**config.mk**
```make
export PLATFORM = sky130hd
export DESIGN_NAME = aer_regs
export DESIGN_NICKNAME = d
export VERILOG_FILES = /design/src/hw/aer_pkg.sv /design/src/hw/aer_regs.sv
export SDC_FILE = /design/constraint.sdc
export NUM_CORES = 1
export LEC_CHECK = 0
export BUFFER_PORTS_ARGS = -buffer_cell sky130_fd_sc_hd__buf_2
export CORE_AREA = 2 2 194 196
export CTS_CLUSTER_DIAMETER = 150
export DETAILED_ROUTE_END_ITERATION = 7
export DIE_AREA = 0 0 196 198
export PLACE_DENSITY = 0.61
export SYNTH_ARGS = -nofsm -noshare
export SYNTH_HDL_FRONTEND = slang
export SYNTH_SLANG_ARGS = --single-unit
```
**constraint.sdc**
```tcl
create_clock -name clk_sys -period 10.9 [get_ports clk_sys]
set_clock_uncertainty 0.1 [all_clocks]
set_input_delay 1.09 -clock clk_sys [delete_from_list [all_inputs] [get_ports clk_sys]]
set_output_delay 1.09 -clock clk_sys [all_outputs]
set_load 0.02 [all_outputs]
```
**src/hw/aer_pkg.sv**
```systemverilog
// Constants and carrier types of the error reporting register bank.
// Assumes one core clock; offsets are the byte addresses of 32-bit words.
package aer_pkg;
    localparam logic [11:0] AER_OFF_SEV = 12'h10c;
    localparam logic [11:0] AER_OFF_CFLAG = 12'h110;
    localparam logic [11:0] AER_OFF_CMASK = 12'h114;
    localparam logic [11:0] AER_OFF_CAPCTL = 12'h118;
    localparam logic [11:0] AER_OFF_HDR0 = 12'h11c;
    localparam logic [11:0] AER_OFF_HDR1 = 12'h120;
    localparam logic [11:0] AER_OFF_HDR2 = 12'h124;
    localparam logic [11:0] AER_OFF_HDR3 = 12'h128;
    localparam logic [11:0] AER_OFF_SFLAG = 12'h12c;
    localparam logic [11:0] AER_OFF_SMASK = 12'h130;
    localparam logic [11:0] AER_OFF_ISTAT = 12'h180;
    localparam logic [11:0] AER_OFF_ICLR = 12'h184;
    localparam logic [11:0] AER_OFF_IEN = 12'h188;

    localparam logic [31:0] AER_SEV_BITS = 32'h001f_f011;
    localparam logic [31:0] AER_SEV_RST = 32'h0006_2011;
    localparam logic [31:0] AER_CORR_BITS = 32'h0000_31c1;
    localparam logic [31:0] AER_CMASK_RST = 32'h0000_2000;
    localparam logic [31:0] AER_CAP_ONES = 32'h0000_00a0;
    localparam logic [31:0] AER_CAP_CTL_BITS = 32'h0000_0140;
    localparam logic [31:0] AER_SEC_BITS = 32'h0000_3fef;
    localparam logic [31:0] AER_SMASK_RST = 32'h0000_17a8;
    localparam int AER_PTR_MSB = 4;
    localparam int AER_GEN_EN_BIT = 6;
    localparam int AER_CHK_EN_BIT = 8;

    // Interrupt status bit positions.
    localparam int AER_IRQ_CORR = 0;
    localparam int AER_IRQ_NONFATAL = 1;
    localparam int AER_IRQ_FATAL = 2;
    localparam int AER_IRQ_SEC = 3;
    localparam int AER_IRQ_W = 4;

    typedef struct packed {
        logic [31:0] corr;
        logic [31:0] uncorr;
        logic [31:0] sec;
    } aer_evt_t;

    typedef struct packed {
        logic valid;
        logic [4:0] ptr;
        logic [15:0][7:0] hdr;
    } aer_log_t;

    typedef struct packed {
        logic [11:0] addr;
        logic [31:0] wdata;
        logic wr;
        logic rd;
    } aer_req_t;

    typedef struct packed {
        logic [31:0] sev;
        logic [31:0] cflag;
        logic [31:0] cmask;
        logic [31:0] capctl;
        logic [3:0][31:0] hdr;
        logic [31:0] sflag;
        logic [31:0] smask;
        logic [AER_IRQ_W-1:0] istat;
        logic [AER_IRQ_W-1:0] ien;
        logic [AER_IRQ_W-1:0] rep;
        logic irq;
        logic [31:0] rdata;
    } aer_state_t;
endpackage

```
**src/hw/aer_regs.sv**
```systemverilog
// Error reporting register bank: severity, flags, masks, header log.
// Assumes error inputs are one-cycle pulses synchronous to clk_sys and
// that the primary uncorrectable events arrive already masked.
//
// The implementer's own choice: the strobed register port.
`timescale 1ns/1ps
module aer_regs
    import aer_pkg::*;
(
    input wire logic clk_sys,
    input wire logic rst,
    input wire logic ce,
    input wire logic hot_rst,
    input wire aer_req_t req,
    output logic [31:0] reg_rdata,
    input wire aer_evt_t evt,
    input wire aer_log_t log_in,
    output logic report_corr,
    output logic report_nonfatal,
    output logic report_fatal,
    output logic report_sec,
    output logic ecrc_gen_en,
    output logic ecrc_chk_en,
    output logic irq
);

    ////////////////////////////////////////////////////////////////////////
    aer_state_t state_q;
    aer_state_t state_d;
    logic [31:0] wd;
    logic [31:0] rd_mux;
    logic [31:0] corr_set;
    logic [31:0] sec_set;
    logic [AER_IRQ_W-1:0] ev;

    always_comb
    begin
        state_d = state_q;
        wd = req.wdata;
        corr_set = evt.corr & AER_CORR_BITS;
        sec_set = evt.sec & AER_SEC_BITS;
        rd_mux = 32'h0000_0000;
        // Reports only for unmasked errors; the corr and sec flags record masked ones too.
        ev[AER_IRQ_CORR] = |(corr_set & ~state_q.cmask);
        ev[AER_IRQ_NONFATAL] = |(evt.uncorr & AER_SEV_BITS & ~state_q.sev);
        ev[AER_IRQ_FATAL] = |(evt.uncorr & AER_SEV_BITS & state_q.sev);
        ev[AER_IRQ_SEC] = |(sec_set & ~state_q.smask);

        if (req.wr)
        begin
            case (req.addr)
                AER_OFF_SEV:
                    state_d.sev = wd & AER_SEV_BITS;
                AER_OFF_CFLAG:
                    state_d.cflag = state_q.cflag & ~wd;
                AER_OFF_CMASK:
                    state_d.cmask = wd & AER_CORR_BITS;
                AER_OFF_CAPCTL:
                begin
                    state_d.capctl = (state_q.capctl & ~AER_CAP_CTL_BITS)
                        | (wd & AER_CAP_CTL_BITS);
                end
                AER_OFF_SFLAG:
                    state_d.sflag = state_q.sflag & ~wd;
                AER_OFF_SMASK:
                    state_d.smask = wd & AER_SEC_BITS;
                AER_OFF_ICLR:
                    state_d.istat = state_q.istat & ~wd[AER_IRQ_W-1:0];
                AER_OFF_IEN:
                    state_d.ien = wd[AER_IRQ_W-1:0];
                default:
                    state_d.rdata = state_q.rdata;
            endcase
        end

        // Setting after the clear makes a same-cycle event win.
        state_d.cflag = state_d.cflag | corr_set;
        state_d.sflag = state_d.sflag | sec_set;
        state_d.istat = state_d.istat | ev;
        state_d.rep = ev;

        if (log_in.valid)
        begin
            state_d.capctl[AER_PTR_MSB:0] = log_in.ptr;
            for (int w = 0; w < 4; w++)
            begin
                state_d.hdr[w] = {log_in.hdr[4*w], log_in.hdr[4*w+1],
                    log_in.hdr[4*w+2], log_in.hdr[4*w+3]};
            end
        end

        case (req.addr)
            AER_OFF_SEV:
                rd_mux = state_q.sev;
            AER_OFF_CFLAG:
                rd_mux = state_q.cflag;
            AER_OFF_CMASK:
                rd_mux = state_q.cmask;
            AER_OFF_CAPCTL:
                rd_mux = state_q.capctl | AER_CAP_ONES;
            AER_OFF_HDR0:
                rd_mux = state_q.hdr[0];
            AER_OFF_HDR1:
                rd_mux = state_q.hdr[1];
            AER_OFF_HDR2:
                rd_mux = state_q.hdr[2];
            AER_OFF_HDR3:
                rd_mux = state_q.hdr[3];
            AER_OFF_SFLAG:
                rd_mux = state_q.sflag;
            AER_OFF_SMASK:
                rd_mux = state_q.smask;
            AER_OFF_ISTAT:
                rd_mux = {{(32-AER_IRQ_W){1'b0}}, state_q.istat};
            AER_OFF_IEN:
                rd_mux = {{(32-AER_IRQ_W){1'b0}}, state_q.ien};
            default:
                rd_mux = 32'h0000_0000;
        endcase
        // Read data stands only in the cycle after the strobe.
        state_d.rdata = req.rd ? rd_mux : 32'h0000_0000;
        state_d.irq = |(state_d.istat & state_d.ien);

        // A hot reset leaves the sticky fields alone and clears the rest.
        if (hot_rst)
        begin
            state_d.istat = '0;
            state_d.ien = '0;
            state_d.rep = '0;
            state_d.irq = 1'b0;
            state_d.rdata = 32'h0000_0000;
        end
    end

    ////////////////////////////////////////////////////////////////////////
    always_ff @(posedge clk_sys or posedge rst)
    begin
        if (rst)
        begin
            state_q <= '0;
            state_q.sev <= AER_SEV_RST;
            state_q.cmask <= AER_CMASK_RST;
            state_q.smask <= AER_SMASK_RST;
        end
        else if (ce)
        begin
            state_q <= state_d;
        end
    end

    assign reg_rdata = state_q.rdata;
    assign report_corr = state_q.rep[AER_IRQ_CORR];
    assign report_nonfatal = state_q.rep[AER_IRQ_NONFATAL];
    assign report_fatal = state_q.rep[AER_IRQ_FATAL];
    assign report_sec = state_q.rep[AER_IRQ_SEC];
    assign ecrc_gen_en = state_q.capctl[AER_GEN_EN_BIT];
    assign ecrc_chk_en = state_q.capctl[AER_CHK_EN_BIT];
    assign irq = state_q.irq;

endmodule

```
; Yosys cells after proc, flatten, opt, wreduce, memory -nomap -nowiden
; Cells that the tools add are included.
[word_totals]
inputBits = 280
register_bits = 299
output_inout_bits = 39
[classes]
muxes = 13
n_reduce_logical = 13
bitwise_logic = 17
eq_ne = 13
[op_table]
columns = cell, n
row1 = 32-bit case mux with 12 select lines, 1
row2 = "12-bit by 9-bit equality test with 1-bit output, second input constant", 13
row3 = 133-bit two-way mux, 1
row4 = 32-bit two-way mux, 4
row5 = 32-bit OR reduction, 4
row6 = 96-bit two-way mux, 1
row7 = 72-bit two-way mux, 1
row8 = 14-bit by 32-bit bitwise AND with 32-bit output, 2
row9 = 32-bit bitwise AND, 2
row10 = 14-bit inverter with 32-bit output, 2
row11 = 32-bit by 14-bit OR with 32-bit output, 2
row12 = 45-bit two-way mux, 1
row13 = 21-bit by 32-bit bitwise AND with 32-bit output, 1
row14 = 21-bit inverter with 32-bit output, 1
row15 = 32-bit inverter, 1
row16 = 32-bit by 9-bit OR with 32-bit output, 1
row17 = 14-bit two-way mux, 2
row18 = 21-bit bitwise AND, 1
row19 = 3-bit AND reduction, 5
row20 = 4-bit bitwise AND, 2
row21 = 4-bit two-way mux, 2
row22 = 4-bit inverter, 1
row23 = 4-bit OR, 1
row24 = 2-bit nonzero test, 2
row25 = other kinds (2), 2

; Logic depth before layout (Yosys ltp)
; Gate-level depths: netlist of run 1.
[logic_depth]
depth_word = 8
mapped_depth = 10
mapped_depth_nobuf = 6

; Worst setup path before layout of run 1
; Ideal clock, no wire load.
[synth_timing]
path_kind = input to register
from = in req[39] in the netlist's numbering
to = reg state_q[269] in the netlist's numbering
setup_time_ns = 0.125
required_time_ns = 10.675
path_slack_ns = 7.907
stages = 5
t_arrival_ns = 2.769
cell_sequence = buf_2 -> nor4b_4 -> nand3_1 -> nor3_2 -> mux2_2
[synth_between]
elab_chain_cells = 2
[synth_lines]
columns = element, line_no
row1 = "start, declared", aer_regs.sv:14  ; input wire aer_req_t req,
row2 = 12-bit by 9-bit equality test with 1-bit output, aer_regs.sv:51  ; case (req.addr)
row3 = 3-bit AND reduction (no source line), -
row4 = "end signal, assigned", aer_regs.sv:147  ; state_q <= state_d;
row5 = "end, declared", aer_regs.sv:28  ; aer_state_t state_q;
; Every way passes these cells.
; A chain may end at the register's enable or synchronous reset.

; Final worst setup path of run 1
[layout_timing]
from = in req[37] in the netlist's numbering
to = reg state_q[345] in the netlist's numbering
; Same word-level chain as after synthesis.

==> results of run 1 <==
==> cells in the mapped netlist, drive strengths merged (5+ instances only) <==
cell type  number
o22ai           9
a21boi         46
a21oi          17
a222oi          6
buf            63
nand2          48
nor2b           9
nand4           5
nor2           20
a22o           24
nor4b           5
o2bb2ai        43
dfrtp         261
inv            24
a22oi          35
a21o            9
o21ai          17
mux2          169
a221oi         14
clkbuf         33
mux4           10
a31oi           5
nand3          15
a211oi          7
dfstp          13
mux2i          20
nand2b         12
nor3           18
==> flip-flops by register name, summed over array words and instances (netlist names) <==
signal	count
state_q	235
reg_rdata	32
ecrc_chk_en	1
ecrc_gen_en	1
irq	1
report_corr	1
report_fatal	1
report_nonfatal	1
report_sec	1
==> metrics by stage <==
| stage | cells | hold WS (ns) | power (mW) |
|---|---|---|---|
| 2_1_floorplan | 1005 | 0.3506 | 1.289 |
| 3_3_place_gp | 1654 | 0.3614 | 1.388 |
| 3_5_place_dp | 1654 | 0.3642 | 1.396 |
| 4_1_cts | 1710 | 0.3779 | 2.467 |
| 5_1_grt | 1712 | 0.4010 | 2.534 |
| 6_report | 1716 | 0.3750 | 2.437 |
==> layout make-up <==
type	count	share of cell area (%)
Timing Repair Buffer	271	9.275
Tap cell	474	3.884
Multi-Input combinational cell	611	34.31
Clock buffer	45	6.014
Clock inverter	11	0.7702
Antenna cell	6	0.09832
Inverter	24	0.6391
Sequential cell	274	45.01
==> per-layer routing <==
metal / part of all wire [%] / global-route usage [%] / vias to the layer above
met2: 46 / 34.15 / 373
met3: 8.2 / 5.979 / 87
met5: 0.21 / 0 / -
met4: 3.5 / 8.221 / 14
li1: - / - / 4158
met1: 42 / 27.82 / 4856
==> report_power, final <==
part | switching (mW) | total [mW] | internal (mW)
sequential | 0.0437 | 1.14 | 1.09
combinational | 0.119 | 0.239 | 0.120
clock | 0.432 | 1.06 | 0.628
==> path summary, 6_finish.rpt <==
| check | startpoint | to | slack, ns |
|---|---|---|---|
| worst max register to register | state_q[55]$_DFFE_PP1P_ | irq$_DFFE_PP0P_ | 8.04 |
| min in group asynchronous | rst | state_q[228]$_DFFE_PP0P_ | 0.59 |
| worst max-delay path | req[37] | state_q[345]$_DFFE_PP0P_ | 6.59 |
| max in group asynchronous | rst | state_q[127]$_DFFE_PP0P_ | 8.66 |
| worst min register to register | reg_rdata[2]$_DFFE_PP0P_ | reg_rdata[2]$_DFFE_PP0P_ | 0.37 |
| worst min-delay path | reg_rdata[2]$_DFFE_PP0P_ | reg_rdata[2]$_DFFE_PP0P_ | 0.37 |
==> worst register-to-register path, stage by stage (launching register included) <==
cell and delay (ns):
sky130_fd_sc_hd__dfstp_2 0.54, sky130_fd_sc_hd__nor2b_1 0.06, sky130_fd_sc_hd__a2111oi_0 0.72, sky130_fd_sc_hd__o2111ai_1 0.33, sky130_fd_sc_hd__o41ai_1 0.47, sky130_fd_sc_hd__nor4b_1 0.42, sky130_fd_sc_hd__o2bb2ai_1 0.10
==> cell families (layout without fill, tap and decap cells) <==
logic type      count (synthesis)  after routing  synth area share [%]
buf+inv                       120            351                 4.774
simple gates                  147            147                 6.569
other cells                     0              6                     0
mux                           199            199                 18.36
compound gates                265            265                 16.12
flops                         274            274                 54.18
==> layout by cell type (no fill, tap or decap), types with 6 or more instances in the layout <==
cell type	netlist	routed
sky130_fd_sc_hd__a21boi_0	46	46
sky130_fd_sc_hd__a221oi_1	14	14
sky130_fd_sc_hd__mux2_2	169	169
sky130_fd_sc_hd__clkbuf_16	0	31
sky130_fd_sc_hd__nor2b_1	9	9
sky130_fd_sc_hd__nand2_1	47	46
sky130_fd_sc_hd__nor2_1	20	19
sky130_fd_sc_hd__buf_2	19	252
sky130_fd_sc_hd__inv_1	23	22
sky130_fd_sc_hd__diode_2	0	6
sky130_fd_sc_hd__dfrtp_1	261	261
sky130_fd_sc_hd__a21oi_1	17	17
sky130_fd_sc_hd__a211oi_1	7	7
sky130_fd_sc_hd__dfstp_2	13	13
sky130_fd_sc_hd__nand3_1	14	14
sky130_fd_sc_hd__a22o_1	24	24
sky130_fd_sc_hd__mux2i_1	20	20
sky130_fd_sc_hd__buf_4	33	18
sky130_fd_sc_hd__nand2b_1	12	12
sky130_fd_sc_hd__o2bb2ai_1	43	43
sky130_fd_sc_hd__o22ai_1	9	9
sky130_fd_sc_hd__mux4_2	10	10
sky130_fd_sc_hd__clkbuf_8	0	9
sky130_fd_sc_hd__o21ai_0	17	17
sky130_fd_sc_hd__a21o_1	9	9
sky130_fd_sc_hd__a222oi_1	6	6
sky130_fd_sc_hd__nor3_1	16	16
sky130_fd_sc_hd__a22oi_1	35	35
==> results, run 1 <==
- The layout cell share with drive strength beyond 1 is a little over two fifths.
- The detailed router placed around 9500 vias in this run.
- In this run the cell area of the synthesized design comes to between 10000 and 15000 µm².
- During placement, the flow inserted port buffers numbering around 250.
- For the pin with the worst max-slew slack, the measured transition is approximately 1.2 ns.
- TritonCTS created 31 clock buffers.
- Of all cell types, the one taking the most synthesized area is sky130_fd_sc_hd__dfrtp_1.
- The die width is 196 µm.
- For this design the static power due to leakage is 6.891 nW.
- After synthesis, the netlist uses 63 different library cells.
- The placer congestion estimate is 0.8337.
- The number of global-route vias before repair was about 9600.
- In the synthesized netlist, the number of instances is between 1000 and 1500.
- For this run, the slowest stage of the critical path takes 0.82 ns.
- The net count after synthesis is ~1300.
- Among all flip-flop cells after synthesis, the most frequent one is sky130_fd_sc_hd__dfrtp_1.
- The run finished with clean final reports.
- The number of placement rows is between 70 and 80.
- The post-route worst setup slack is 6.586 ns.
- The number of instances on the worst hold path is 1.
- Post-CTS timing repair inserted 0 buffers for setup.
- For this run, design rule violations remaining after detail routing come to 0.
- Yosys attributes the largest share of cell area to sky130_fd_sc_hd__dfrtp_1 (51%), sky130_fd_sc_hd__mux2_2 (15%), sky130_fd_sc_hd__o2bb2ai_1 (3.0%), sky130_fd_sc_hd__a21boi_0 (2.7%), sky130_fd_sc_hd__dfstp_2 (2.7%).
- The hold violation count in the final report is 0.
- For the worst setup path, the data required time is 11.26 ns.
- The number of buffers and inverters on the critical path is 2.
- The layout overhead on the synthesized area is 20.39%.
- Summing all multi-input logic gate instances after layout gives approximately 5200 µm².
- After routing the design area is roughly 15000 µm².
- The number of cells on the worst reg-to-reg path is 6.
- The die boundary height is between 150 and 200 µm.
- The number of pins exceeding their max-slew limit in the final report is 0.
- The power per cell area is approximately 160 nW/µm².
- The sequential cells in the finished layout cover a total of 6873 µm².
- The cell with the biggest individual delay on the critical path is sky130_fd_sc_hd__and2_1.
- The worst min-delay path class is reg2reg.
- STA classifies the critical path startpoint as an input port.
- The largest net degree at the start of global routing is 150.
- For the worst-skew pair, the clock arrives at the later sink with an insertion delay of between 0.5 and 0.6 ns.
- The clock-pin transition on the worst setup and hold timing paths is about 0.06 ns.
- The total of flip-flops plus latches after synthesis is approximately 270.
- The count of nets left with antenna violations once routing finished came out at 0.
- The utilization after layout is about two fifths.
- Yosys mapped a number of flops with a built-in enable equal to 0.
- The mean instance size in the synthesized netlist is around 13 µm².
- In the synthesized netlist the async set-or-reset flop fraction comes to 100.0%.
- The total routed wirelength is approximately 42 mm.
- between 300 and 400 I/O pins were placed.
- The net count of the finished layout is roughly 1500.
- The startpoint-to-endpoint class of the critical path is in2reg.
- The via density per instance is ~5.5.
- The capturing element type of the critical path is a flip-flop.
- The reported max-cap violation count is 0.
- In this run the number of cells on the critical path is 7.
- Summed over all layers, the global routing overflow is 0.
- The worst-path maximum fanout is 23.
- For the final routed database, the setup TNS stands at 0 ns.
- In this run the standard cell core region covers about 37000 µm².
- The overall die area is a little under 40000 µm².
- The number of resized instances in the post-cts repair step is 0.
- Global routing consumed, over all layers together, between 20% and 30% of the routing resources.
- The top cell family by delay on the critical path is simple AND/OR/NAND/NOR gates.
- Of the synthesized area, sequential elements account for 54.18%.
- The worst supply voltage drop on vdd is approximately 150 µV.
- The critical path arrival is between 4 and 5 ns.
- The HPWL after detailed placement is between 20 and 30 mm.
- The number of levels the H-tree was split into is 1.
- The initial utilization of the core area, before any placement, comes to roughly a third.
- The signal on the critical path passes through buf_2 > and2_1 > nand3_2 > nor4_2 > buf_4 > nand3_1 > mux2_2.
- The clock drives between 200 and 300 sinks.
- The fmax is about 0.23 GHz.
- The initial antenna violation count is 13.
- The clock tree from TritonCTS is done.
- In this run the deepest clock path goes through 3 buffers.
- Setup repair after global routing left no endpoint under its margin.
- The placed cell area is 14220 µm².
- After clock tree synthesis, the flow added hold-fix buffers numbering 0.
- The smallest clock period supported by the final layout is computed as 4.314 ns.
- The ratio of final minimum period to clock period is roughly 40%.
- The number of endpoints failing setup at the final stage is 0.
- The number of DRC markers in iteration 0 is around 700.
- The Yosys step of the flow raised 0 warnings.
- Counting the fill cells in the layout gives around 3600.
- CTS placed an instance of sky130_fd_sc_hd__clkbuf_16 at the clock tree root.
- At the placement stage, the worst setup path has a slack of between 5 and 6 ns.
- The relative slew slack is 17.48%.
- The area share of the largest cell type after synthesis is between 50% and 60%.
- The detailed-route wire length per cell is between 20 and 25 µm.
- The first global-routing pass estimated between 60 and 70 mm of wire.
- The first TritonRoute pass finished after 7 iterations.
Note: power is estimated with default switching activity, not from simulation.
==> run 2, diff against run 1 <==
Clock period 10.9 ns to 4.25 ns, I/O delays scaled along.
==> run 2 against run 1 <==
  * Count of clock-buffer cells in the layout grew 6
  * Largest power group is now the clock network
  * Critical endpoint is now state_q[352]$_DFFE_PP0P_
  * Global-route usage grew 0.55 points
  * Register-to-register slack lost 6.5 ns
  * Combinational power grew to 2.8 times the previous value
  * First-iteration DRC count shrank 8.0%
==> results, run 2 (synthesis results as in run 1) <==
- The internal power of the cells is 4.999 mW (+170%).
- The number of levels the H-tree was split into is 2 (+1).
- The fmax is 0.3593 GHz.
- The area of the multi-input gates is 5243 µm² (about the same).
- The final critical-path required period is around 2.8 ns.
- The pre-CTS setup slack is 0.8289 ns (-5.143 ns).
- The power per cell area is 407.6 nW/µm² (+160%).
- The worst-margin pin slew was 0.9952 ns (-0.2401 ns).
- The first-pass GRT wire length came to 63.42 mm (+2.8%).
- Leaving out fill and tap cells, the most frequent cell in the layout is sky130_fd_sc_hd__dfrtp_1.
- The clock power share is 45.5% (+2.0 points).
- The clock net sink count is 274 (unchanged).
- The via density per instance is 5.431 (-1.8%).
- The post-route worst setup slack is 1.467 ns (-5.119 ns).
- The number of placed cells counting well taps was 1670 (+0.97%).
- The register name with the most flops is state_q.
- The number of placement rows is 71 (unchanged).
- The required time reported for the critical path endpoint came to 4.56 ns (-6.70 ns).
- The worst supply voltage drop on vdd is 262.5 µV (+78%).
- The utilization after layout is 43.67% (+2.3 points).
- The largest net degree at the start of global routing is 125 (-17%).
- The non-filler instance count after layout is 1795 (+4.6%).
- The total negative slack for setup checks is 0 ns (unchanged).
- The number of buffers between clock root and the deepest sink came to 3 (unchanged).
- The die boundary height is 198 µm (unchanged).
- The library cells used most frequently in the layout, excluding fill and tap cells, are sky130_fd_sc_hd__dfrtp_1 (261), sky130_fd_sc_hd__buf_2 (252), sky130_fd_sc_hd__mux2_2 (169).
- The net switching power is 1.578 mW (+170%).
- The die width is 196 µm (unchanged).
- The clock tree from TritonCTS is done.
- The share of power burned in combinational logic is 10.1% (+0.3 points).
- The number of nets with antenna violations after routing is 0 (unchanged).
- The placer congestion estimate is 0.8375 (+0.46%).
- The effective utilization at floorplan is 34.32% (unchanged).
- The part of the total power dissipated in sequential elements is 44.4% (-2.3 points).
- The global-route congestion overflow total is 0 (unchanged).
- The number of buffers added by the clock tree synthesis step was 34 (+9.7%).
- The footprint of the flip-flops and latches came to 6873 µm² (unchanged).
- The total number of nets in the final design came to 1572 (+5.3%).
- The reported max-cap violation count is 0 (unchanged).
- The placeable core region is 36960 µm² (unchanged).
- The half-perimeter wire length of the detailed placement result came to 28.98 mm (+2.3%).
- The count of TritonRoute iterations in the first routing pass came to 5 (-2).
- The top-level port count was 319 (unchanged).
- The critical path arrival is 3.09 ns (-1.58 ns).
- The clock tree root driver cell is sky130_fd_sc_hd__clkbuf_16.
- The tightest hold margin is 0.02278 ns (-0.3522 ns).
- The total routed wirelength is 42.16 mm (+0.91%).
- The number of flip-flops in the largest register is 235 (unchanged).
- The area growth from synthesis to layout is 27.23%.
- The number of remaining DRC errors is 0 (unchanged).
- The clock-pin transition on the worst setup and hold timing paths is 0.06 ns (about the same).
- The ratio of final minimum period to clock period is about 65%.
- The total global-route track usage is 21.99% (+0.55 points).
- The worst setup path is captured at a flip-flop.
- Setup repair after global routing left no endpoint under its margin.
- The final-layout fill cell count is 3472 (-2.5%).
- The clock network latency to the later pin of the worst-skew pair is 0.54 ns (-0.04 ns).
- The overall die area came to 38810 µm² (unchanged).
- The number of pins exceeding their max-slew limit in the final report is 0 (unchanged).
- The net switching fraction of the power is 24.00% (-0.44 points).
- The count of buffers inserted at the top-level ports is 252 (unchanged).
- The number of DRC markers in iteration 0 is 635 (-8.0%).
- The relative slew slack came to 33.14% (+16 points).
- The leakage power of the design is 7.273 nW (+5.5%).
- The layout cell share with drive strength beyond 1 is 41.79% (-1.5 points).
- The detailed-route wire length per cell was 23.49 µm (-3.5%).
- The number of endpoints failing setup at the final stage is 0 (unchanged).
- The worst-path maximum fanout was 12 (-48%).
- The total number of vias was 9749 (+2.8%).
- STA classifies the critical path startpoint as an input port.
- The worst min-delay path class is in2reg.
- The number of global-route vias before repair is 10162 (+5.7%).
- The hold violation count in the final report came to 0 (unchanged).
- The initial antenna violation count is 8 (-5).
- The startpoint-to-endpoint class of the critical path is in2reg.
- The run finished with clean final reports.
[run 2: power groups by stage]
stage | registers (mW) | logic (mW) | clock network [mW]
after floorplan | 2.92 | 0.387 | 0
after global placement | 2.95 | 0.617 | 0
after CTS | 2.92 | 0.676 | 3.06
after global routing | 2.94 | 0.729 | 3.19
final | 2.92 | 0.667 | 2.99
after detailed placement | 2.96 | 0.629 | 0
[run 2: cell type report]
| cell class | count | share of cell area, % |
|---|---|---|
| antenna | 5 | 0.07753 |
| sequential | 274 | 42.58 |
| multi-input combinational | 611 | 32.48 |
| inverter | 24 | 0.5814 |
| tap | 474 | 3.675 |
| timing repair buffer | 347 | 13.47 |
| clock inverter | 9 | 0.8140 |
| clock buffer | 51 | 6.311 |
[run 2: worst max-delay path: stages]
cell and delay (ns):
sky130_fd_sc_hd__buf_2 0.10, sky130_fd_sc_hd__nor2_1 0.55, sky130_fd_sc_hd__nand3_2 0.48, sky130_fd_sc_hd__nor4_2 0.29, sky130_fd_sc_hd__buf_4 0.28, sky130_fd_sc_hd__nand3_1 0.50, sky130_fd_sc_hd__mux2_2 0.46
[run 2: worst paths after layout]
check / startpoint / slack, ns / end / cells after the start
min reg2reg: reg_rdata[1]$_DFFE_PP0P_ / 0.37 / reg_rdata[1]$_DFFE_PP0P_ / 1
max: req[45] / 1.47 / state_q[352]$_DFFE_PP0P_ / 7
min: log_in[131] / 0.02 / state_q[240]$_DFFE_PP0P_ / 2
max in group asynchronous: rst / 2.84 / state_q[146]$_DFFE_PP0P_ / 4
max reg2reg: state_q[55]$_DFFE_PP1P_ / 1.51 / irq$_DFFE_PP0P_ / 6
min in group asynchronous: rst / 0.26 / state_q[216]$_DFFE_PP0P_ / 3
[run 2: repair_timing]
action | in CTS | in global routing
hold buffers | 60 | 0
resized for setup | 0 | 0
endpoints found under the hold margin | 74 | 0
buffers inserted | 0 | 0
[run 2: through the flow]
stage               instance area [µm²]  total power [mW]
CTS                               16130             6.656
global placement                  14380             3.570
global route                      16130             6.853
floorplan                         12690             3.307
detailed placement                14380             3.590
finish                            16140             6.578
[run 2: metal layers]
metal  vias up  share of wire [%]  global-route usage (%)
li1       4326                  -                       -
met3        97                7.7                   5.587
met1      4923                 42                   28.70
met5         -              0.081                       0
met2       397                 46                   35.20
met4         6                3.8                   8.530
==> run 3, diff against run 2 <==
Settings changed: PLACE_DENSITY 0.61 to 0.63.
Clock period 4.25 ns to 2.4 ns, I/O delays scaled along.
==> run 3 against run 2 <==
  * Register-to-register slack got worse by 1.4 ns
  * Worst hold slack better by 0.0050 ns
  * Final area is 11% higher
==> results, run 3 (synthesis results as in run 1) <==
- The relative slew slack came to 42.94% (+9.8 points).
- The number of placement rows was 71 (unchanged).
- Setup repair after global routing left no endpoint under its margin.
- The placed cell area came to 14790 µm² (+2.9%).
- Relative to the synthesized area, the layout overhead comes to 41.72%.
- The total power draw was 12.01 mW (+83%).
- The number of levels the H-tree was split into is 2 (unchanged).
- The worst min-delay path class is in2reg.
- The worst setup path is captured at a flip-flop.
- The critical path arrival is 2.57 ns (-0.52 ns).
- The number of nets with antenna violations after routing is 0 (unchanged).
- The layout cell share with drive strength beyond 1 was 40.15% (-1.6 points).
- The via density per instance is 5.357 (-1.4%).
- The hold violation count in the final report is 0 (unchanged).
- The fmax is ~0.44 GHz.
- The placer congestion estimate was 0.9031 (+7.8%).
- The final-layout fill cell count is 3256 (-6.2%).
- The clock period could shrink to roughly 2.3 ns.
- The reported max-cap violation count is 0 (unchanged).
- The top-level port count is 319 (unchanged).
- TritonCTS built the clock tree.
- The number of endpoints failing setup at the final stage is 0 (unchanged).
- The required time reported for the critical path endpoint is 2.70 ns (-1.86 ns).
- The initial antenna violation count was 3 (-5).
- The die boundary height is 198 µm (unchanged).
- The non-filler instance count after layout is 1979 (+10%).
- The largest net degree at the start of global routing is 117 (-6.4%).
- For this design, the slowest cell found on the critical path is sky130_fd_sc_hd__dfstp_2.
- The flow ran to the end, and the final reports show no timing, DRC or antenna violations.
- The tightest hold margin came to 0.02781 ns (+0.005037 ns).
- The count of TritonRoute iterations in the first routing pass was 5 (unchanged).
- The clock-pin transition on the worst setup and hold timing paths is 0.06 ns (about the same).
- The first-pass GRT wire length came to 67.48 mm (+6.4%).
- The critical path startpoint category is a flip-flop.
- The number of buffers between clock root and the deepest sink is 3 (unchanged).
- The detailed-route wire length per cell is 22.75 µm (-3.1%).
- The register name with the most flops is state_q.
- The worst-margin pin slew is 0.8344 ns (-0.1608 ns).
- The utilization after layout is 48.65% (+5.0 points).
- The maximum cell stage delay along the critical path is 0.53 ns (-0.02 ns).
- The top cell types in the final layout, fill and taps aside, are sky130_fd_sc_hd__dfrtp_1 (261), sky130_fd_sc_hd__buf_2 (252), sky130_fd_sc_hd__dlygate4sd3_1 (197).
- The overall die area is 38810 µm² (unchanged).
- The clock tree root driver cell is sky130_fd_sc_hd__clkbuf_16.
- The pre-CTS setup slack is -0.02680 ns (-0.8557 ns).
- The number of flip-flops in the largest register is 235 (unchanged).
- The count of buffers inserted at the top-level ports is 252 (unchanged).
- The number of buffers added by the clock tree synthesis step is 34 (unchanged).
- The worst-path maximum fanout was 2 (-10).
- The post-route worst setup slack is 0.1342 ns (-1.333 ns).
- The placeable core region came to 36960 µm² (unchanged).
- The total global-route track usage is 23.11% (+1.1 points).
- The number of global-route vias before repair came to 11058 (+8.8%).
- The leakage power of the design is 8.100 nW (+11%).
- The most common cell after layout, fill and taps aside is sky130_fd_sc_hd__dfrtp_1.
- The cell area after layout is 17980 µm² (+11%).
- The number of DRC markers in iteration 0 is 635 (unchanged).
- The worst supply voltage drop on vdd came to 671.0 µV (+160%).
- The total number of vias is 10602 (+8.7%).
- The global-route congestion overflow total was 0 (unchanged).
- The total number of nets in the final design is 1757 (+12%).
- The clock net sink count is 274 (unchanged).
- The clock network latency to the later pin of the worst-skew pair came to 0.52 ns (-0.02 ns).
- The count of buffers added by post-CTS timing repair for setup was 0 (unchanged).
- The total routed wirelength is 45.03 mm (+6.8%).
- The half-perimeter wire length of the detailed placement result is 30.20 mm (+4.2%).
- The number of pins exceeding their max-slew limit in the final report is 0 (unchanged).
- In the finished design, the share of the clock period the worst path needs comes to ~94%.
- The die width is 196 µm (unchanged).
- The effective utilization at floorplan is 34.32% (unchanged).
- The power per cell area is 668.1 nW/µm² (+64%).
- Walking the worst path, the cells encountered are nor2b_1 > a2111oi_1 > buf_4 > o2111ai_1 > o41ai_1 > nor4b_1 > o2bb2ai_1.
- The startpoint-to-endpoint class of the critical path is reg2reg.
- The total negative slack for setup checks is 0 ns (unchanged).
- The number of remaining DRC errors came to 0 (unchanged).
- The number of placed cells counting well taps is 1718 (+2.9%).
## run 3: cell count changes in the layout (fill, tap and decap cells not counted), moves of 2 or more
cell | previous run | this run
sky130_fd_sc_hd__buf_4 | 31 | 74
sky130_fd_sc_hd__clkbuf_1 | 10 | 7
sky130_fd_sc_hd__buf_12 | 4 | 9
sky130_fd_sc_hd__diode_2 | 5 | 3
sky130_fd_sc_hd__dlygate4sd3_1 | 60 | 197
sky130_fd_sc_hd__clkbuf_8 | 4 | 8
## run 3: metal layers
metal  wire [µm]  track usage, %
met1       18840           29.83
met2       21450           38.42
met3        3232           4.667
met4        1506           8.810
met5           0               0
## run 3: power by group
part | internal [mW] | switching (mW) | leakage [nW]
clock | 3.38 | 2.05 | 0.581
combinational | 0.785 | 0.608 | 4.15
sequential | 4.97 | 0.217 | 3.37
## run 3: final timing paths
path,start,end,slack [ns],depth (start not counted)
max,state_q[55]$_DFFE_PP1P_,irq$_DFFE_PP0P_,0.13,7
max reg2reg,state_q[55]$_DFFE_PP1P_,irq$_DFFE_PP0P_,0.13,7
max in group asynchronous,rst,state_q[131]$_DFFE_PP0P_,1.13,4
min reg2reg,reg_rdata[1]$_DFFE_PP0P_,reg_rdata[1]$_DFFE_PP0P_,0.38,1
min,req[2],state_q[301]$_DFFE_PP0P_,0.03,3
min in group asynchronous,rst,state_q[152]$_DFFE_PP0P_,0.15,3
## run 3: what timing repair did
action | in CTS | in global routing
setup endpoints to repair | 0 | 12
hold buffers | 197 | 0
endpoints found under the hold margin | 308 | 0
gates resized for setup | 0 | 3
## run 3: final cells by class
class,instances,area [µm²],share of cell area (%)
sequential,274,6873,38.23
inverter,24,93.84,0.5220
clock buffer,52,1062,5.909
multi-input combinational,611,5246,29.18
tap,474,593.1,3.299
timing repair buffer,532,3969,22.08
antenna,3,7.507,0.04176
clock inverter,9,132.6,0.7378
## run 3: worst max-delay path: cells and delay by family, from the launching register on
kind	cells	cell delay (ns)
buffers and inverters	1	0.19
and+or+nand+nor	2	0.36
AOI/OAI and AO/OA	4	0.98
DFF	1	0.53
